File: src/watch_pkg.sv
// Register map, field positions and timing constants of the watchdog channel
package watch_pkg;
    localparam int          CLOCK_PERIOD_NS   = 50;
    localparam int          RESET_OUT_NS      = 1000;
    localparam int          RESET_OUT_CYCLES  = (RESET_OUT_NS + CLOCK_PERIOD_NS - 1) / CLOCK_PERIOD_NS;
    localparam int          RESET_CNT_W       = 6;

    localparam logic [3:0]  ADDR_COUNTER      = 4'h0;
    localparam logic [3:0]  ADDR_CTRL_STATUS  = 4'h4;
    localparam logic [3:0]  ADDR_IRQ_STATUS   = 4'h8;
    localparam logic [3:0]  ADDR_IRQ_MASK     = 4'hc;

    localparam int          BIT_OVERFLOW      = 7;
    localparam int          BIT_MODE          = 6;
    localparam int          BIT_RUN           = 5;
    localparam int          BIT_RESERVED      = 4;
    localparam int          BIT_ACTION        = 3;
    localparam int          CKS_LSB           = 0;
    localparam int          CKS_W             = 3;

    localparam logic [7:0]  COUNTER_RESET     = 8'h00;
    localparam logic [7:0]  CTRL_RESET        = 8'h00;
    localparam logic [7:0]  COUNTER_MAX       = 8'hff;

    localparam int          EV_W              = 3;
    localparam int          EV_OVERFLOW       = 0;
    localparam int          EV_NMI            = 1;
    localparam int          EV_RESET          = 2;
    localparam logic [2:0]  EV_RESET_VALUE    = 3'h0;

    localparam int          PRESCALE_W        = 17;

    localparam logic [1:0]  RESP_OKAY         = 2'h0;
    localparam logic [1:0]  RESP_SLVERR       = 2'h2;
endpackage

File: src/watch_prescaler.sv
// System clock divider, held at zero while stopped, giving the selected counter tick
`timescale 1ns/1ns
`default_nettype none
module watch_prescaler
(
    input  wire logic                                clock,
    input  wire logic                                rst,
    input  wire logic                                hold,
    input  wire logic [watch_pkg::CKS_W-1:0]         clock_select,
    output logic                                     tick
);
    logic [watch_pkg::PRESCALE_W-1:0] divider;

    // Mask of low divider bits whose all-ones state ends one divided period
    function automatic logic [watch_pkg::PRESCALE_W-1:0] tap_mask(input logic [watch_pkg::CKS_W-1:0] sel);
        case (sel)
            3'h0:    tap_mask = 17'h00001;
            3'h1:    tap_mask = 17'h0003f;
            3'h2:    tap_mask = 17'h0007f;
            3'h3:    tap_mask = 17'h001ff;
            3'h4:    tap_mask = 17'h007ff;
            3'h5:    tap_mask = 17'h01fff;
            3'h6:    tap_mask = 17'h07fff;
            default: tap_mask = 17'h1ffff;
        endcase
    endfunction

    // Held while stopped so the first period after start is a full one
    always_ff @(posedge clock)
    begin
        if (rst || hold)
            divider <= '0;
        else
            divider <= divider + 17'h00001;
    end

    always_ff @(posedge clock)
    begin
        if (rst || hold)
            tick <= 1'b0;
        else
            tick <= ((divider & tap_mask(clock_select)) == tap_mask(clock_select));
    end
endmodule
`default_nettype wire

File: src/watch_timer.sv
// Watchdog / interval timer channel with AXI4-Lite register access
`timescale 1ns/1ns
`default_nettype none
// Behaviour
// - Counter is eight bits, counts upward, readable and writable.
// - Run bit at one makes the counter step on every prescaler tick.
// - Run bit at zero stops the counter and holds it at zero.
// - Wrap from ff to 00 sets overflow flag, control bit 7.
// - Internal reset from watchdog overflow clears the overflow flag itself.
// - Flag cleared by read-while-set then zero write; writing one ignored.
// - Writing zero to the run bit also clears the overflow flag.
// - Control bit 6 picks mode: zero interval, one watchdog.
// - Control bit 3 picks watchdog action: zero interrupt, one internal reset.
// - Interval mode raises the interval interrupt on every overflow.
// - Watchdog mode overflow gives internal reset or non-maskable interrupt.
// - In watchdog mode with reset action selected, overflow drives the reset output pin low.
// - Counter and control writes need the protected path; plain writes ignored.
module watch_timer
(
    input  wire logic        clock,
    input  wire logic        rst,
    input  wire logic        write_key_ok,
    input  wire logic [31:0] s_axi_awaddr,
    input  wire logic        s_axi_awvalid,
    output logic             s_axi_awready,
    input  wire logic [31:0] s_axi_wdata,
    input  wire logic [3:0]  s_axi_wstrb,
    input  wire logic        s_axi_wvalid,
    output logic             s_axi_wready,
    output logic [1:0]       s_axi_bresp,
    output logic             s_axi_bvalid,
    input  wire logic        s_axi_bready,
    input  wire logic [31:0] s_axi_araddr,
    input  wire logic        s_axi_arvalid,
    output logic             s_axi_arready,
    output logic [31:0]      s_axi_rdata,
    output logic [1:0]       s_axi_rresp,
    output logic             s_axi_rvalid,
    input  wire logic        s_axi_rready,
    output logic             interval_overflow_irq,
    output logic             nmi_req,
    output logic             internal_reset_req,
    output logic             overflow_reset_out_n,
    output logic             irq
);
    // Local copy keeps the width cast on the reset pin counter short
    localparam int RESET_CNT_W = watch_pkg::RESET_CNT_W;

    logic [7:0]                        watch_counter;
    logic                              overflow_flag;
    logic                              timer_mode_select;
    logic                              run_enable;
    logic                              overflow_action;
    logic [watch_pkg::CKS_W-1:0]       clock_select;
    logic                              armed;
    logic [watch_pkg::EV_W-1:0]        irq_status;
    logic [watch_pkg::EV_W-1:0]        irq_mask;
    logic [watch_pkg::RESET_CNT_W-1:0] reset_out_count;

    logic [3:0]                        aw_addr;
    logic                              aw_held;
    logic [7:0]                        w_data;
    logic                              w_lane0;
    logic                              w_held;
    logic                              tick;

    logic                              do_write;
    logic                              do_read;
    logic [3:0]                        ar_addr;
    logic                              wr_counter;
    logic                              wr_ctrl;
    logic                              overflow;
    logic                              wd_reset;
    logic                              wd_nmi;
    logic [watch_pkg::EV_W-1:0]        events;

    // Addresses are word aligned; upper bits must be zero and the low nibble selects the register
    function automatic logic mapped(input logic [31:0] addr);
        mapped = (addr[31:4] == 28'h0000000) && (addr[1:0] == 2'h0);
    endfunction

    assign do_write   = aw_held && w_held && !s_axi_bvalid;
    assign do_read    = s_axi_arvalid && s_axi_arready;
    assign ar_addr    = s_axi_araddr[3:0];

    // Plain writes still get OKAY but leave protected registers untouched
    assign wr_counter = do_write && w_lane0 && write_key_ok && (aw_addr == watch_pkg::ADDR_COUNTER);
    assign wr_ctrl    = do_write && w_lane0 && write_key_ok && (aw_addr == watch_pkg::ADDR_CTRL_STATUS);

    // A counter write in the tick cycle wins and swallows the step
    assign overflow   = run_enable && tick && !wr_counter && (watch_counter == watch_pkg::COUNTER_MAX);
    assign wd_reset   = overflow && timer_mode_select && overflow_action;
    assign wd_nmi     = overflow && timer_mode_select && !overflow_action;

    assign events[watch_pkg::EV_OVERFLOW] = overflow;
    assign events[watch_pkg::EV_NMI]      = wd_nmi;
    assign events[watch_pkg::EV_RESET]    = wd_reset;

    watch_prescaler u_prescaler
    (
        .clock        (clock),
        .rst          (rst),
        .hold         (!run_enable),
        .clock_select (clock_select),
        .tick         (tick)
    );

    // Write address channel
    always_ff @(posedge clock)
    begin
        if (rst)
        begin
            aw_held       <= 1'b0;
            aw_addr       <= 4'h0;
            s_axi_awready <= 1'b1;
        end
        else if (s_axi_awvalid && s_axi_awready)
        begin
            aw_held       <= 1'b1;
            aw_addr       <= mapped(s_axi_awaddr) ? s_axi_awaddr[3:0] : 4'h1;
            s_axi_awready <= 1'b0;
        end
        else if (s_axi_bvalid && s_axi_bready)
        begin
            aw_held       <= 1'b0;
            s_axi_awready <= 1'b1;
        end
    end

    // Write data channel; only the low byte lane carries register data
    always_ff @(posedge clock)
    begin
        if (rst)
        begin
            w_held       <= 1'b0;
            w_data       <= 8'h00;
            w_lane0      <= 1'b0;
            s_axi_wready <= 1'b1;
        end
        else if (s_axi_wvalid && s_axi_wready)
        begin
            w_held       <= 1'b1;
            w_data       <= s_axi_wdata[7:0];
            w_lane0      <= s_axi_wstrb[0];
            s_axi_wready <= 1'b0;
        end
        else if (s_axi_bvalid && s_axi_bready)
        begin
            w_held       <= 1'b0;
            s_axi_wready <= 1'b1;
        end
    end

    // Write response once both halves are in
    always_ff @(posedge clock)
    begin
        if (rst)
        begin
            s_axi_bvalid <= 1'b0;
            s_axi_bresp  <= watch_pkg::RESP_OKAY;
        end
        else if (do_write)
        begin
            s_axi_bvalid <= 1'b1;
            case (aw_addr)
                watch_pkg::ADDR_COUNTER,
                watch_pkg::ADDR_CTRL_STATUS,
                watch_pkg::ADDR_IRQ_STATUS,
                watch_pkg::ADDR_IRQ_MASK: s_axi_bresp <= watch_pkg::RESP_OKAY;
                default:                  s_axi_bresp <= watch_pkg::RESP_SLVERR;
            endcase
        end
        else if (s_axi_bready)
            s_axi_bvalid <= 1'b0;
    end

    // Read channel
    always_ff @(posedge clock)
    begin
        if (rst)
        begin
            s_axi_arready <= 1'b1;
            s_axi_rvalid  <= 1'b0;
            s_axi_rdata   <= 32'h00000000;
            s_axi_rresp   <= watch_pkg::RESP_OKAY;
        end
        else if (do_read)
        begin
            s_axi_arready <= 1'b0;
            s_axi_rvalid  <= 1'b1;
            s_axi_rresp   <= watch_pkg::RESP_OKAY;
            s_axi_rdata   <= 32'h00000000;
            if (!mapped(s_axi_araddr))
                s_axi_rresp <= watch_pkg::RESP_SLVERR;
            else
                case (ar_addr)
                    watch_pkg::ADDR_COUNTER:     s_axi_rdata[7:0] <= watch_counter;
                    watch_pkg::ADDR_CTRL_STATUS: s_axi_rdata[7:0] <= {overflow_flag, timer_mode_select, run_enable,
                                                                     1'b0, overflow_action, clock_select};
                    watch_pkg::ADDR_IRQ_STATUS:  s_axi_rdata[watch_pkg::EV_W-1:0] <= irq_status;
                    watch_pkg::ADDR_IRQ_MASK:    s_axi_rdata[watch_pkg::EV_W-1:0] <= irq_mask;
                    default:                     s_axi_rresp <= watch_pkg::RESP_SLVERR;
                endcase
        end
        else if (s_axi_rvalid && s_axi_rready)
        begin
            s_axi_rvalid  <= 1'b0;
            s_axi_arready <= 1'b1;
        end
    end

    // Watch counter
    always_ff @(posedge clock)
    begin
        if (rst)
            watch_counter <= watch_pkg::COUNTER_RESET;
        else if (!run_enable || (wr_ctrl && !w_data[watch_pkg::BIT_RUN]))
            watch_counter <= watch_pkg::COUNTER_RESET;
        else if (wr_counter)
            watch_counter <= w_data;
        else if (tick)
            watch_counter <= watch_counter + 8'h01;
    end

    // Control fields; reserved bit is never stored and reads zero
    always_ff @(posedge clock)
    begin
        if (rst)
        begin
            timer_mode_select <= watch_pkg::CTRL_RESET[watch_pkg::BIT_MODE];
            run_enable        <= watch_pkg::CTRL_RESET[watch_pkg::BIT_RUN];
            overflow_action   <= watch_pkg::CTRL_RESET[watch_pkg::BIT_ACTION];
            clock_select      <= watch_pkg::CTRL_RESET[watch_pkg::CKS_W-1:0];
        end
        else if (wr_ctrl)
        begin
            timer_mode_select <= w_data[watch_pkg::BIT_MODE];
            run_enable        <= w_data[watch_pkg::BIT_RUN];
            overflow_action   <= w_data[watch_pkg::BIT_ACTION];
            clock_select      <= w_data[watch_pkg::CKS_LSB +: watch_pkg::CKS_W];
        end
    end

    // Arming by a read of control while the flag is set
    // Any keyed control write disarms, so a stale read cannot clear a later overflow
    always_ff @(posedge clock)
    begin
        if (rst)
            armed <= 1'b0;
        else if (do_read && mapped(s_axi_araddr) && ar_addr == watch_pkg::ADDR_CTRL_STATUS && overflow_flag)
            armed <= 1'b1;
        else if (wr_ctrl || !overflow_flag)
            armed <= 1'b0;
    end

    // Overflow flag: a new overflow beats any clear in the same cycle
    always_ff @(posedge clock)
    begin
        if (rst)
            overflow_flag <= watch_pkg::CTRL_RESET[watch_pkg::BIT_OVERFLOW];
        else if (overflow)
            overflow_flag <= 1'b1;
        else if (internal_reset_req)
            overflow_flag <= 1'b0;
        else if (wr_ctrl && !w_data[watch_pkg::BIT_RUN])
            overflow_flag <= 1'b0;
        else if (wr_ctrl && armed && !w_data[watch_pkg::BIT_OVERFLOW])
            overflow_flag <= 1'b0;
    end

    // Overflow action pulses
    always_ff @(posedge clock)
    begin
        if (rst)
        begin
            interval_overflow_irq <= 1'b0;
            nmi_req               <= 1'b0;
            internal_reset_req    <= 1'b0;
        end
        else
        begin
            interval_overflow_irq <= overflow && !timer_mode_select;
            nmi_req               <= wd_nmi;
            internal_reset_req    <= wd_reset;
        end
    end

    // External reset pin held low for a fixed width after a reset overflow
    always_ff @(posedge clock)
    begin
        if (rst)
        begin
            reset_out_count      <= '0;
            overflow_reset_out_n <= 1'b1;
        end
        else if (wd_reset)
        begin
            reset_out_count      <= RESET_CNT_W'(watch_pkg::RESET_OUT_CYCLES - 1);
            overflow_reset_out_n <= 1'b0;
        end
        else if (reset_out_count != '0)
            reset_out_count      <= reset_out_count - 1'b1;
        else
            overflow_reset_out_n <= 1'b1;
    end

    // Sticky event status, write one to clear, set wins
    always_ff @(posedge clock)
    begin
        if (rst)
            irq_status <= watch_pkg::EV_RESET_VALUE;
        else if (do_write && w_lane0 && aw_addr == watch_pkg::ADDR_IRQ_STATUS)
            irq_status <= (irq_status & ~w_data[watch_pkg::EV_W-1:0]) | events;
        else
            irq_status <= irq_status | events;
    end

    // Mask shares the status layout; a one lets that event reach irq
    always_ff @(posedge clock)
    begin
        if (rst)
            irq_mask <= watch_pkg::EV_RESET_VALUE;
        else if (do_write && w_lane0 && aw_addr == watch_pkg::ADDR_IRQ_MASK)
            irq_mask <= w_data[watch_pkg::EV_W-1:0];
    end

    // One cycle behind the status bits
    always_ff @(posedge clock)
    begin
        if (rst)
            irq <= 1'b0;
        else
            irq <= |(irq_status & irq_mask);
    end
endmodule
`default_nettype wire

File: config.mk
export PLATFORM = sky130hd
export DESIGN_NAME = watch_timer
export DESIGN_NICKNAME = d
export VERILOG_FILES = /design/src/watch_pkg.sv /design/src/watch_prescaler.sv /design/src/watch_timer.sv
export SDC_FILE = /design/constraint.sdc
export NUM_CORES = 1
export LEC_CHECK = 0
export BUFFER_PORTS_ARGS = -buffer_cell sky130_fd_sc_hd__buf_2
export CORE_MARGIN = 1.5
export CORE_UTILIZATION = 48
export DETAILED_ROUTE_END_ITERATION = 12
export PLACE_DENSITY_LB_ADDON = 0.2
export SLEW_MARGIN = 20
export SYNTH_ARGS = -nofsm -noshare
export SYNTH_HDL_FRONTEND = slang
export SYNTH_SLANG_ARGS = --single-unit
File: constraint.sdc
create_clock -name clock -period 2.1 [get_ports clock]
set_input_delay 0.105 -clock clock [delete_from_list [all_inputs] [get_ports clock]]
set_output_delay 0.105 -clock clock [all_outputs]
set_load 0.02 [all_outputs]
==> results of run 1 <==
-- through the flow --
stage | total power, mW | util [%] | std cells | cell area, um2 | setup WS (ns)
after floorplan | 2.11 | - | 445 | 3840 | 0.530
after global placement | 2.21 | 55.8 | 615 | 4270 | 0.388
after detailed placement | 2.23 | 55.8 | 615 | 4270 | 0.270
after CTS | 3.47 | 59.3 | 637 | 4540 | 0.275
after global routing | 3.59 | 59.3 | 637 | 4540 | 0.153
final | 3.44 | 59.3 | 637 | 4540 | 0.284
-- sequential cells by signal, summed over array words and instances (netlist names), 3 cells and up --
name,cells
u_prescaler.divider,17
s_axi_rdata,8
w_data,8
watch_counter,8
reset_out_count,6
aw_addr,4
clock_select,3
irq_mask,3
irq_status,3
-- kinds of logic (layout without fill, tap and decap cells) --
kind of cell	Yosys count	count (layout)	share of synthesized area (%)
buffers and inverters	51	141	7.82
xor gates and xnor gates	23	23	5.38
AOI/OAI and AO/OA	64	64	11.3
adders and majority gates	3	3	1.00
other	1	26	0.100
DFF	81	81	43.3
muxes	19	19	6.08
and+or+nand+nor	178	178	24.9
-- power groups by stage --
stage	Combinational (mW)	Sequential (mW)	Clock, mW
6_report	0.540	1.68	1.22
5_1_grt	0.595	1.68	1.31
4_1_cts	0.542	1.67	1.25
3_5_place_dp	0.524	1.71	0
3_3_place_gp	0.500	1.71	0
2_1_floorplan	0.403	1.70	0
-- placed cells by master, fill, tap and decap left out, types with 12 or more instances in the layout --
master | synthesis | final
a21oi_1 | 23 | 23
inv_1 | 12 | 12
xnor2_1 | 15 | 15
nor3_1 | 12 | 12
nor4_1 | 20 | 20
nor2_1 | 47 | 47
buf_2 | 3 | 100
nand2_1 | 41 | 41
conb_1 | 1 | 26
dfxtp_1 | 81 | 81
nand4_1 | 12 | 12
mux2i_1 | 16 | 16
-- per-layer routing --
layer | GRT usage, % | wire length, um | vias to the layer above
li1 | - | - | 1673
met1 | 27.4 | 3950 | 1462
met2 | 33.9 | 3930 | 110
met3 | 4.19 | 461 | 8
met4 | 5.99 | 62 | 0
met5 | 0 | 0 | -
-- final timing paths --
kind	startpoint	endpoint
worst min-delay path	s_axi_wstrb[0]	w_lane0
worst max register to register	reset_out_count[0]	reset_out_count[1]
worst max-delay path	reset_out_count[0]	reset_out_count[1]
worst min register to register	s_axi_rdata[6]	s_axi_rdata[6]
-- worst min-delay path, stage by stage --
cell and delay, ns:
buf_2 0.10, nand2_1 0.06, a21oi_1 0.05
-- cell type report --
class	count	area share, %
sequential	81	35.7
timing repair buffer	112	13.3
tap	102	2.81
multi-input combinational	313	42.4
inverter	13	1.08
clock inverter	5	1.77
clock buffer	11	2.90
==> results by group, run 1 <==
Floorplanning
  • Initial core utilization: 48.9%
  • Num ports: 154
  • Die width: 91.3 um
  • Die H: 91.3 um
  • Core area: 7650 um2
  • FP Rows: 32
  • Die area: 8340 um2

Placed design
  • Post-DP HPWL: 6260 um
  • GPL Wtd Cong: 0.813
  • Buffers on Ports: 100

Detailed routing
  • Routed len/inst: 13.2 um
  • DRC: 0
  • Initial drt markers: 152
  • Via count: 3253
  • Drt first pass iters: 4
  • Antenna-violating nets left: 0
  • Via density: 5.11
  • Routed WL: 8410 um

Logic synthesis
  • Most frequent cell after synthesis: dfxtp_1
  • Yosys cell types: 51
  • Area contributors post-synth: dfxtp_1 (43%), buf_4 (5.2%), nor2_1 (4.7%)
  • Synth top area share: 43.3%
  • YS warnings: 0
  • Synthesized area per cell: 8.91 um2
  • Synthesized area: 3740 um2
  • Yosys reg bits: 81
  • Syn Inst Count: 420
  • Asr flop ratio synth: 0%
  • Most common flop cell mapped by yosys: dfxtp_1
  • Synth top cells by count: dfxtp_1 (81), nor2_1 (47), nand2_1 (41), buf_4 (26), a21oi_1 (23)
  • EDFF count, synth: 0
  • Top cell type by total area after synthesis: dfxtp_1
  • Sequential area share after synthesis: 43.3%

STA
  • Setup repair after global routing missed its margin: no
  • Hold Vio Cnt, Final: 0
  • Setup TNS: 0 ns
  • Final worst-path cycle share: 86.5%
  • Max Clk Rate: 0.551 GHz
  • Final Critical Period: 1.82 ns
  • Hold Slack: 0.0148 ns
  • Fin. max-slew vios: 0
  • Worst slew margin: 61.3%
  • Final setup viols: 0
  • Clock Skew: 0.0103 ns
  • Worst slew pin tran: 0.580 ns

Finish
  • Area growth from synthesis to layout: 21.2%
  • Multi-input logic area: 1920 um2
  • Fillers: 675
  • Register Area: 1620 um2
  • Layout cells sized above 1: 24.5%
  • Ant diodes: 0
  • Fin nets: 641

Power and ir drop
  • Static leakage: 1.88 nW
  • Sw frac: 26.5%
  • Internal power: 2.53 mW
  • Combinational share of power: 15.7%
  • VDD IR max: 0.485 mV
  • Clk pwr share: 35.5%
  • Sequential Power Share: 48.7%
  • P_sw: 0.911 mW
  • Pwr/cell area: 758 nW/um2

Critical path
  • Critical path type: register to register
  • Arrival time worst endpoint: 2.07 ns
  • Levels on crit path: 6
  • Worst-path maximum fanout: 5
  • Critical path's slowest cell: nor3b_2
  • Worst Setup Start Kind: register
  • Crit. End Element: register
  • Cells along the critical path: inv_1 -> ha_1 -> nor3b_1 -> nor3b_2 -> mux2i_1 -> o21a_1
  • Max stage delay on crit path: 0.45 ns
  • Data required, critical path: 2.35 ns
  • Top delay family on crit path: simple AND/OR/NAND/NOR gates
  • Worst-case reg-to-reg path depth: 6
  • FF-to-FF setup slack: 0.28 ns
  • Crit path buf inv count: 1

Run
  • MaxCap Viol Count: 0

Worst hold path
  • Hold WC Path Type: primary input to register
  • WHS Path Cells: 3

Global routing
  • Vias in the first global route: 3056
  • GRT overflow: 0
  • GRT Total Usage: 20.7%
  • Largest net degree at the start of global routing: 23
  • Initial antenna violation count: 0
  • First-pass GRT wire length: 13800 um

Clock tree
  • CTS max path bufs: 2
  • # clock sinks: 81
  • Total setup buffers inserted after CTS: 0
  • Clock latency on the worst-skew pair: 0.35 ns
  • Clock transition at path regs: 0.08 ns
  • CTS resizes: 0
  • CTS Buf Count: 9
  • H-tree depth: 3
  • CTS root buf: clkbuf_8
  • CTS tree: yes
  • Hold buffers post-CTS: 6

Outcome
  • Status: completed
(Power assumes the default switching activity.)
==> inputs of run 2 (changes only) <==
- CORE_UTILIZATION: 48 -> 52
- clock period: 2.1 -> 2.34 ns (I/O delays scaled with it)
==> run 2 against run 1 <==
Critical path depth unchanged. Combinational power decreased by 13%. Sequential power fell by 11%. Wire length hardly changed.
==> results by group, run 2 (synthesized netlist as in run 1, its figures left out) <==
Critical path
  • Arrival time worst endpoint: 2.06 ns (was 2.07 ns)
  • Cells along the critical path: inv_1 -> ha_1 -> nor3b_1 -> nor3b_2 -> mux2i_1 -> o21a_1 (unchanged)
  • Crit. End Element: register (unchanged)
  • Crit path buf inv count: 1 (unchanged)
  • Worst-case reg-to-reg path depth: 6 (unchanged)
  • Worst-path maximum fanout: 5 (unchanged)
  • Data required, critical path: 2.60 ns (was 2.35 ns)
  • Top delay family on crit path: simple AND/OR/NAND/NOR gates (unchanged)
  • R2R Path Start: reset_out_count[0] (unchanged)
  • Critical path type: register to register (unchanged)
  • Worst Setup Start Kind: register (unchanged)
  • Max stage delay on crit path: 0.44 ns (was 0.45 ns)
  • Critical path's slowest cell: nor3b_2 (unchanged)
  • RR Endpoint: reset_out_count[1] (unchanged)
  • FF-to-FF setup slack: 0.53 ns (was 0.28 ns)

Floorplanning
  • Core area: 6870 um2 (was 7650 um2)
  • Initial core utilization: 54.5% (was 48.9%)
  • FP Rows: 30 (was 32)
  • Die width: 87.8 um (was 91.3 um)
  • Die H: 87.8 um (was 91.3 um)
  • Die area: 7710 um2 (was 8340 um2)
  • Num ports: 154 (unchanged)

Finish
  • Ant diodes: 0 (unchanged)
  • Final non-filler cell total: 626 (was 637)
  • Fillers: 601 (was 675)
  • Area growth from synthesis to layout: 21.6% (was 21.2%)
  • Top reg by flops: u_prescaler.divider (unchanged)
  • Number of flip-flops in the largest register: 17 (unchanged)
  • Final core occ: 66.3% (was 59.3%)
  • Most frequent cells in the layout: buf_2 (100), dfxtp_1 (81), nor2_1 (47) (unchanged)
  • Layout cells sized above 1: 24.5% (about the same)
  • Finished Cell Area: 4550 um2 (was 4540 um2)
  • Commonest non-fill, non-tap cell in the layout: buf_2 (unchanged)
  • Fin nets: 636 (was 641)

Clock tree
  • # clock sinks: 81 (unchanged)
  • CTS tree: yes (unchanged)
  • Clock latency on the worst-skew pair: 0.35 ns (about the same)
  • CTS root buf: clkbuf_8 (unchanged)
  • H-tree depth: 3 (unchanged)
  • CTS max path bufs: 2 (unchanged)
  • Total setup buffers inserted after CTS: 0 (unchanged)
  • CTS Buf Count: 9 (unchanged)
  • Clock transition at path regs: 0.08 ns (about the same)

STA
  • Max Clk Rate: 0.553 GHz (was 0.551 GHz)
  • Clock Skew: 0.00727 ns (was 0.0103 ns)
  • Worst slew pin tran: 0.776 ns (was 0.580 ns)
  • Setup repair after global routing missed its margin: no (unchanged)
  • Setup TNS: 0 ns (unchanged)
  • Worst slew margin: 47.8% (was 61.3%)
  • Hold Vio Cnt, Final: 0 (unchanged)
  • Final setup viols: 0 (unchanged)
  • Final worst slack: 0.532 ns (was 0.284 ns)
  • Final Critical Period: 1.81 ns (was 1.82 ns)
  • Hold Slack: 0.0120 ns (was 0.0148 ns)
  • Final worst-path cycle share: 77.3% (was 86.5%)
  • Fin. max-slew vios: 0 (unchanged)

Power and ir drop
  • Sequential Power Share: 44.9% (was 48.7%)
  • Total Power: 3.34 mW (was 3.44 mW)
  • Combinational share of power: 14.1% (was 15.7%)
  • Pwr/cell area: 734 nW/um2 (was 758 nW/um2)
  • Internal power: 2.54 mW (was 2.53 mW)
  • Clk pwr share: 41.0% (was 35.5%)
  • Static leakage: 1.90 nW (was 1.88 nW)
  • VDD IR max: 0.595 mV (was 0.485 mV)
  • Sw frac: 24.1% (was 26.5%)
  • P_sw: 0.804 mW (was 0.911 mW)

Global routing
  • Vias in the first global route: 3074 (was 3056)
  • GRT overflow: 0 (unchanged)
  • First-pass GRT wire length: 13600 um (was 13800 um)
  • GRT Total Usage: 22.8% (was 20.7%)
  • Largest net degree at the start of global routing: 29 (was 23)
  • Initial antenna violation count: 0 (unchanged)

Placed design
  • Worst slack, placed: 0.572 ns (was 0.270 ns)
  • Placed insts: 606 (was 615)
  • Area after DPL: 4240 um2 (was 4270 um2)
  • GPL Wtd Cong: 0.861 (was 0.813)
  • Buffers on Ports: 100 (unchanged)
  • Post-DP HPWL: 6290 um (was 6260 um)

Detailed routing
  • Routed len/inst: 13.4 um (was 13.2 um)
  • Antenna-violating nets left: 0 (unchanged)
  • Via density: 5.26 (was 5.11)
  • Initial drt markers: 171 (was 152)
  • Routed WL: 8400 um (was 8410 um)
  • Via count: 3293 (was 3253)
  • Drt first pass iters: 4 (unchanged)
  • DRC: 0 (unchanged)

Worst hold path
  • WHS Path Cells: 3 (unchanged)
  • Hold path start: s_axi_wdata[3] (was s_axi_wstrb[0])
  • Hold WC Path Type: primary input to register (unchanged)
  • WHS Endpoint: w_data[3] (was w_lane0)

Run
  • MaxCap Viol Count: 0 (unchanged)

Outcome
  • Status: completed (unchanged)
-- run 2: power by group through the flow --
stage | registers [mW] | logic [mW] | clock network (mW)
final | 1.50 | 0.469 | 1.37
after global routing | 1.51 | 0.524 | 1.46
after CTS | 1.50 | 0.470 | 1.39
after detailed placement | 1.53 | 0.460 | 0
after global placement | 1.53 | 0.446 | 0
after floorplan | 1.53 | 0.361 | 0
-- run 2: metal layers --
| metal | GRT usage [%] | up-vias | part of all wire, % |
|---|---|---|---|
| li1 | - | 1657 | - |
| met1 | 27.2 | 1512 | 45 |
| met2 | 38.9 | 108 | 47 |
| met3 | 5.00 | 16 | 5.8 |
| met4 | 11.1 | 0 | 2.2 |
| met5 | 0 | - | 0 |
-- run 2: cell type report --
type | instances | area, um2 | share of cell area [%]
multi-input combinational | 313 | 1920 | 42.2
sequential | 81 | 1620 | 35.6
timing repair buffer | 107 | 563 | 12.4
clock buffer | 11 | 151 | 3.33
clock inverter | 5 | 125 | 2.75
tap | 96 | 120 | 2.64
inverter | 13 | 48.8 | 1.07
-- run 2: worst max-delay path by stage --
stage	from	to	cells after the start
after floorplan	reset_out_count[0]	reset_out_count[1]	6
after global placement	watch_counter[0]	reset_out_count[3]	5
after detailed placement	watch_counter[0]	overflow_reset_out_n	5
after CTS	watch_counter[0]	overflow_reset_out_n	5
after global routing	reset_out_count[0]	reset_out_count[1]	6
final	reset_out_count[0]	reset_out_count[1]	6
-- run 2: repair_timing --
item	CTS	global route
hold endpoints to repair	4	0
gates resized for setup	0	0
hold buffers	4	0
-- run 2: worst reg2reg max path, stage by stage (launching register included) --
cell and delay, ns:
dfxtp_1 0.31, inv_1 0.08, ha_1 0.19, nor3b_1 0.37, nor3b_2 0.44, mux2i_1 0.14
o21a_1 0.17
==> inputs of run 3 (changes only) <==
- ABC_AREA: not set -> 1
- CORE_UTILIZATION: 52 -> 45
- clock period: 2.34 -> 1.6 ns (I/O delays scaled with it)
==> run 3 against run 2 <==
Setup slack lost 0.37 ns. Fmax is 26% higher. Sequential power up 45%. Critical path type unchanged. Cell count rose by 37%. Combinational power up 48%. Synthesized cell count grew 48%. Via count is 27% higher. Clock skew up 0.0047 ns. Cell area grew 13%. Register-to-register slack got worse by 0.37 ns.
==> results by group, run 3 <==
Clock tree
  • Clock latency on the worst-skew pair: 0.36 ns (was 0.35 ns)
  • CTS max path bufs: 2 (unchanged)
  • H-tree depth: 3 (unchanged)
  • CTS Buf Count: 9 (unchanged)
  • CTS tree: yes (unchanged)
  • Total setup buffers inserted after CTS: 0 (unchanged)
  • # clock sinks: 81 (unchanged)
  • Clock transition at path regs: 0.08 ns (about the same)
  • CTS root buf: clkbuf_8 (unchanged)

Finish
  • Commonest non-fill, non-tap cell in the layout: nand2_1 (was buf_2)
  • Fillers: 904 (was 601)
  • Layout cells sized above 1: 21.7% (was 24.5%)
  • Fin nets: 854 (was 636)
  • Top reg by flops: u_prescaler.divider (unchanged)
  • Most frequent cells in the layout: nand2_1 (118), buf_2 (100), nor2_1 (95) (was buf_2 (100), dfxtp_1 (81), nor2_1 (47))
  • Ant diodes: 0 (unchanged)
  • Area growth from synthesis to layout: 21.7% (was 21.6%)
  • Number of flip-flops in the largest register: 17 (unchanged)
  • Final non-filler cell total: 859 (was 626)

Floorplanning
  • Core area: 9150 um2 (was 6870 um2)
  • Die width: 99.7 um (was 87.8 um)
  • Die area: 9940 um2 (was 7710 um2)
  • Initial core utilization: 46.0% (was 54.5%)
  • Die H: 99.7 um (was 87.8 um)
  • FP Rows: 35 (was 30)
  • Num ports: 154 (unchanged)

Global routing
  • Initial antenna violation count: 0 (unchanged)
  • Largest net degree at the start of global routing: 32 (was 29)
  • GRT Total Usage: 21.0% (was 22.8%)
  • First-pass GRT wire length: 17100 um (was 13600 um)
  • Vias in the first global route: 3913 (was 3074)
  • GRT overflow: 0 (unchanged)

Detailed routing
  • Via density: 4.87 (was 5.26)
  • Routed WL: 9910 um (was 8400 um)
  • Initial drt markers: 223 (was 171)
  • Antenna-violating nets left: 0 (unchanged)
  • Routed len/inst: 11.5 um (was 13.4 um)
  • Drt first pass iters: 4 (unchanged)
  • Via count: 4184 (was 3293)
  • DRC: 0 (unchanged)

Placed design
  • Buffers on Ports: 100 (unchanged)
  • GPL Wtd Cong: 0.875 (was 0.861)
  • Post-DP HPWL: 7660 um (was 6290 um)
  • Worst slack, placed: 0.107 ns (was 0.572 ns)
  • Placed insts: 837 (was 606)

Logic synthesis
  • Synthesized area: 4210 um2 (was 3740 um2)
  • Asr flop ratio synth: 0% (unchanged)
  • EDFF count, synth: 0 (unchanged)
  • Most frequent cell after synthesis: nand2_1 (was dfxtp_1)
  • YS warnings: 0 (unchanged)
  • Yosys reg bits: 81 (unchanged)
  • Synthesized area per cell: 6.77 um2 (was 8.91 um2)
  • Top cell type by total area after synthesis: dfxtp_1 (unchanged)
  • Synth top cells by count: nand2_1 (119), nor2_1 (96), dfxtp_1 (81), inv_1 (64), nand3_1 (57) (was dfxtp_1 (81), nor2_1 (47), nand2_1 (41), buf_4 (26), a21oi_1 (23))
  • Most common flop cell mapped by yosys: dfxtp_1 (unchanged)
  • Synth top area share: 38.5% (was 43.3%)
  • Yosys cell types: 35 (was 51)
  • Sequential area share after synthesis: 38.5% (was 43.3%)
  • Syn Inst Count: 621 (was 420)
  • Area contributors post-synth: dfxtp_1 (39%), nand2_1 (11%), nor2_1 (8.6%) (was dfxtp_1 (43%), buf_4 (5.2%), nor2_1 (4.7%))

STA
  • Max Clk Rate: 0.695 GHz (was 0.553 GHz)
  • Final setup viols: 0 (unchanged)
  • Setup repair after global routing missed its margin: no (unchanged)
  • Final Critical Period: 1.44 ns (was 1.81 ns)
  • Final worst slack: 0.161 ns (was 0.532 ns)
  • Hold Slack: 0.00944 ns (was 0.0120 ns)
  • Fin. max-slew vios: 0 (unchanged)
  • Hold Vio Cnt, Final: 0 (unchanged)
  • Setup TNS: 0 ns (unchanged)
  • Final worst-path cycle share: 89.9% (was 77.3%)
  • Clock Skew: 0.0119 ns (was 0.00727 ns)

Critical path
  • Worst-path maximum fanout: 7 (was 5)
  • Crit path buf inv count: 3 (was 1)
  • Crit-path most repeated cell: inv_1
  • Max stage delay on crit path: 0.30 ns (was 0.44 ns)
  • Critical path type: register to register (unchanged)
  • Top delay family on crit path: simple AND/OR/NAND/NOR gates (unchanged)
  • Crit. End Element: register (unchanged)
  • Data required, critical path: 1.85 ns (was 2.60 ns)
  • Arrival time worst endpoint: 1.69 ns (was 2.06 ns)
  • Critical path's slowest cell: dfxtp_1 (was nor3b_2)
  • Worst Setup Start Kind: register (unchanged)
  • Cells along the critical path: inv_1 -> nand2_2 -> nor3_1 -> nand3_1 -> o21ai_1 -> inv_1 -> nand2_1 -> inv_1 (was inv_1 -> ha_1 -> nor3b_1 -> nor3b_2 -> mux2i_1 -> o21a_1)

Outcome
  • Status: completed (unchanged)

Power and ir drop
  • Static leakage: 2.32 nW (was 1.90 nW)
  • Pwr/cell area: 860 nW/um2 (was 734 nW/um2)
  • VDD IR max: 0.650 mV (was 0.595 mV)
  • Total Power: 4.40 mW (was 3.34 mW)

Run
  • MaxCap Viol Count: 0 (unchanged)

Worst hold path
  • Hold WC Path Type: primary input to register (unchanged)
==> run 3: changes by cell type after synthesis, moves of 16 or more <==
| cell | previous run | this run |
|---|---|---|
| o21ai_0 | 2 | 32 |
| nor2_1 | 47 | 96 |
| nand2_1 | 41 | 119 |
| nand4_1 | 12 | 28 |
| inv_1 | 12 | 64 |
| nand3_1 | 9 | 57 |
| mux2i_1 | 16 | 0 |
| nor4_1 | 20 | 0 |
| a21oi_1 | 23 | 47 |
==> run 3: logic make-up after synthesis <==
family / Yosys count / share of synthesized area, %
AND/OR/NAND/NOR: 330 / 35.3
buffers and inverters: 109 / 12.7
AO/OA/AOI/OAI: 91 / 11.2
flip-flops: 81 / 38.5
XOR/XNOR: 6 / 1.25
adder cells (fa/ha/maj): 3 / 0.892
other: 1 / 0.0891
==> run 3: area by class of cell <==
class	count	area, um2	area share [%]
Clock inverter	5	62.6	1.22
Multi-Input combinational cell	456	2180	42.6
Tap cell	111	139	2.71
Inverter	68	255	4.98
Timing Repair Buffer	127	718	14.0
Clock buffer	11	141	2.76
Sequential cell	81	1620	31.7
==> run 3: repair_timing <==
item	CTS	global route
hold endpoints to repair	6	0
setup endpoints to repair	0	15
resized for setup	0	11
hold buffers	6	0
==> run 3: report_power, final <==
part	switching [mW]	internal, mW
registers	0.0725	2.11
logic	0.417	0.277
clock network	0.755	0.775
total	1.24	3.16
==> run 3: stage by stage <==
stage          cell area, um2  util, %
2_1_floorplan            4300        -
3_3_place_gp             4820     52.6
3_5_place_dp             4820     52.6
4_1_cts                  5080     55.5
5_1_grt                  5120     56.0
6_report                 5120     56.0
==> run 3: worst paths after layout <==
check	startpoint	to	slack [ns]	cells after the start
setup reg to reg	aw_addr[1]	watch_counter[6]	0.16	8
hold reg to reg	u_prescaler.divider[0]	u_prescaler.divider[0]	0.44	1
hold / removal	s_axi_awaddr[2]	aw_addr[2]	0.009	3
setup / recovery	aw_addr[1]	watch_counter[6]	0.16	8
==> run 3: worst register-to-register path, delay by kind of cell (launching register included) <==
family | cells | cell delay [ns]
flip-flops | 1 | 0.30
AO/OA/AOI/OAI | 1 | 0.19
buffers and inverters | 3 | 0.28
AND/OR/NAND/NOR | 4 | 0.56
==> run 3: per-layer routing <==
layer	up-vias	global-route usage [%]	routed length [um]
met5	-	0	0
met4	0	6.83	155
met3	17	3.09	350
met2	85	36.8	4810
met1	1856	26.6	4600
li1	2226	-	-
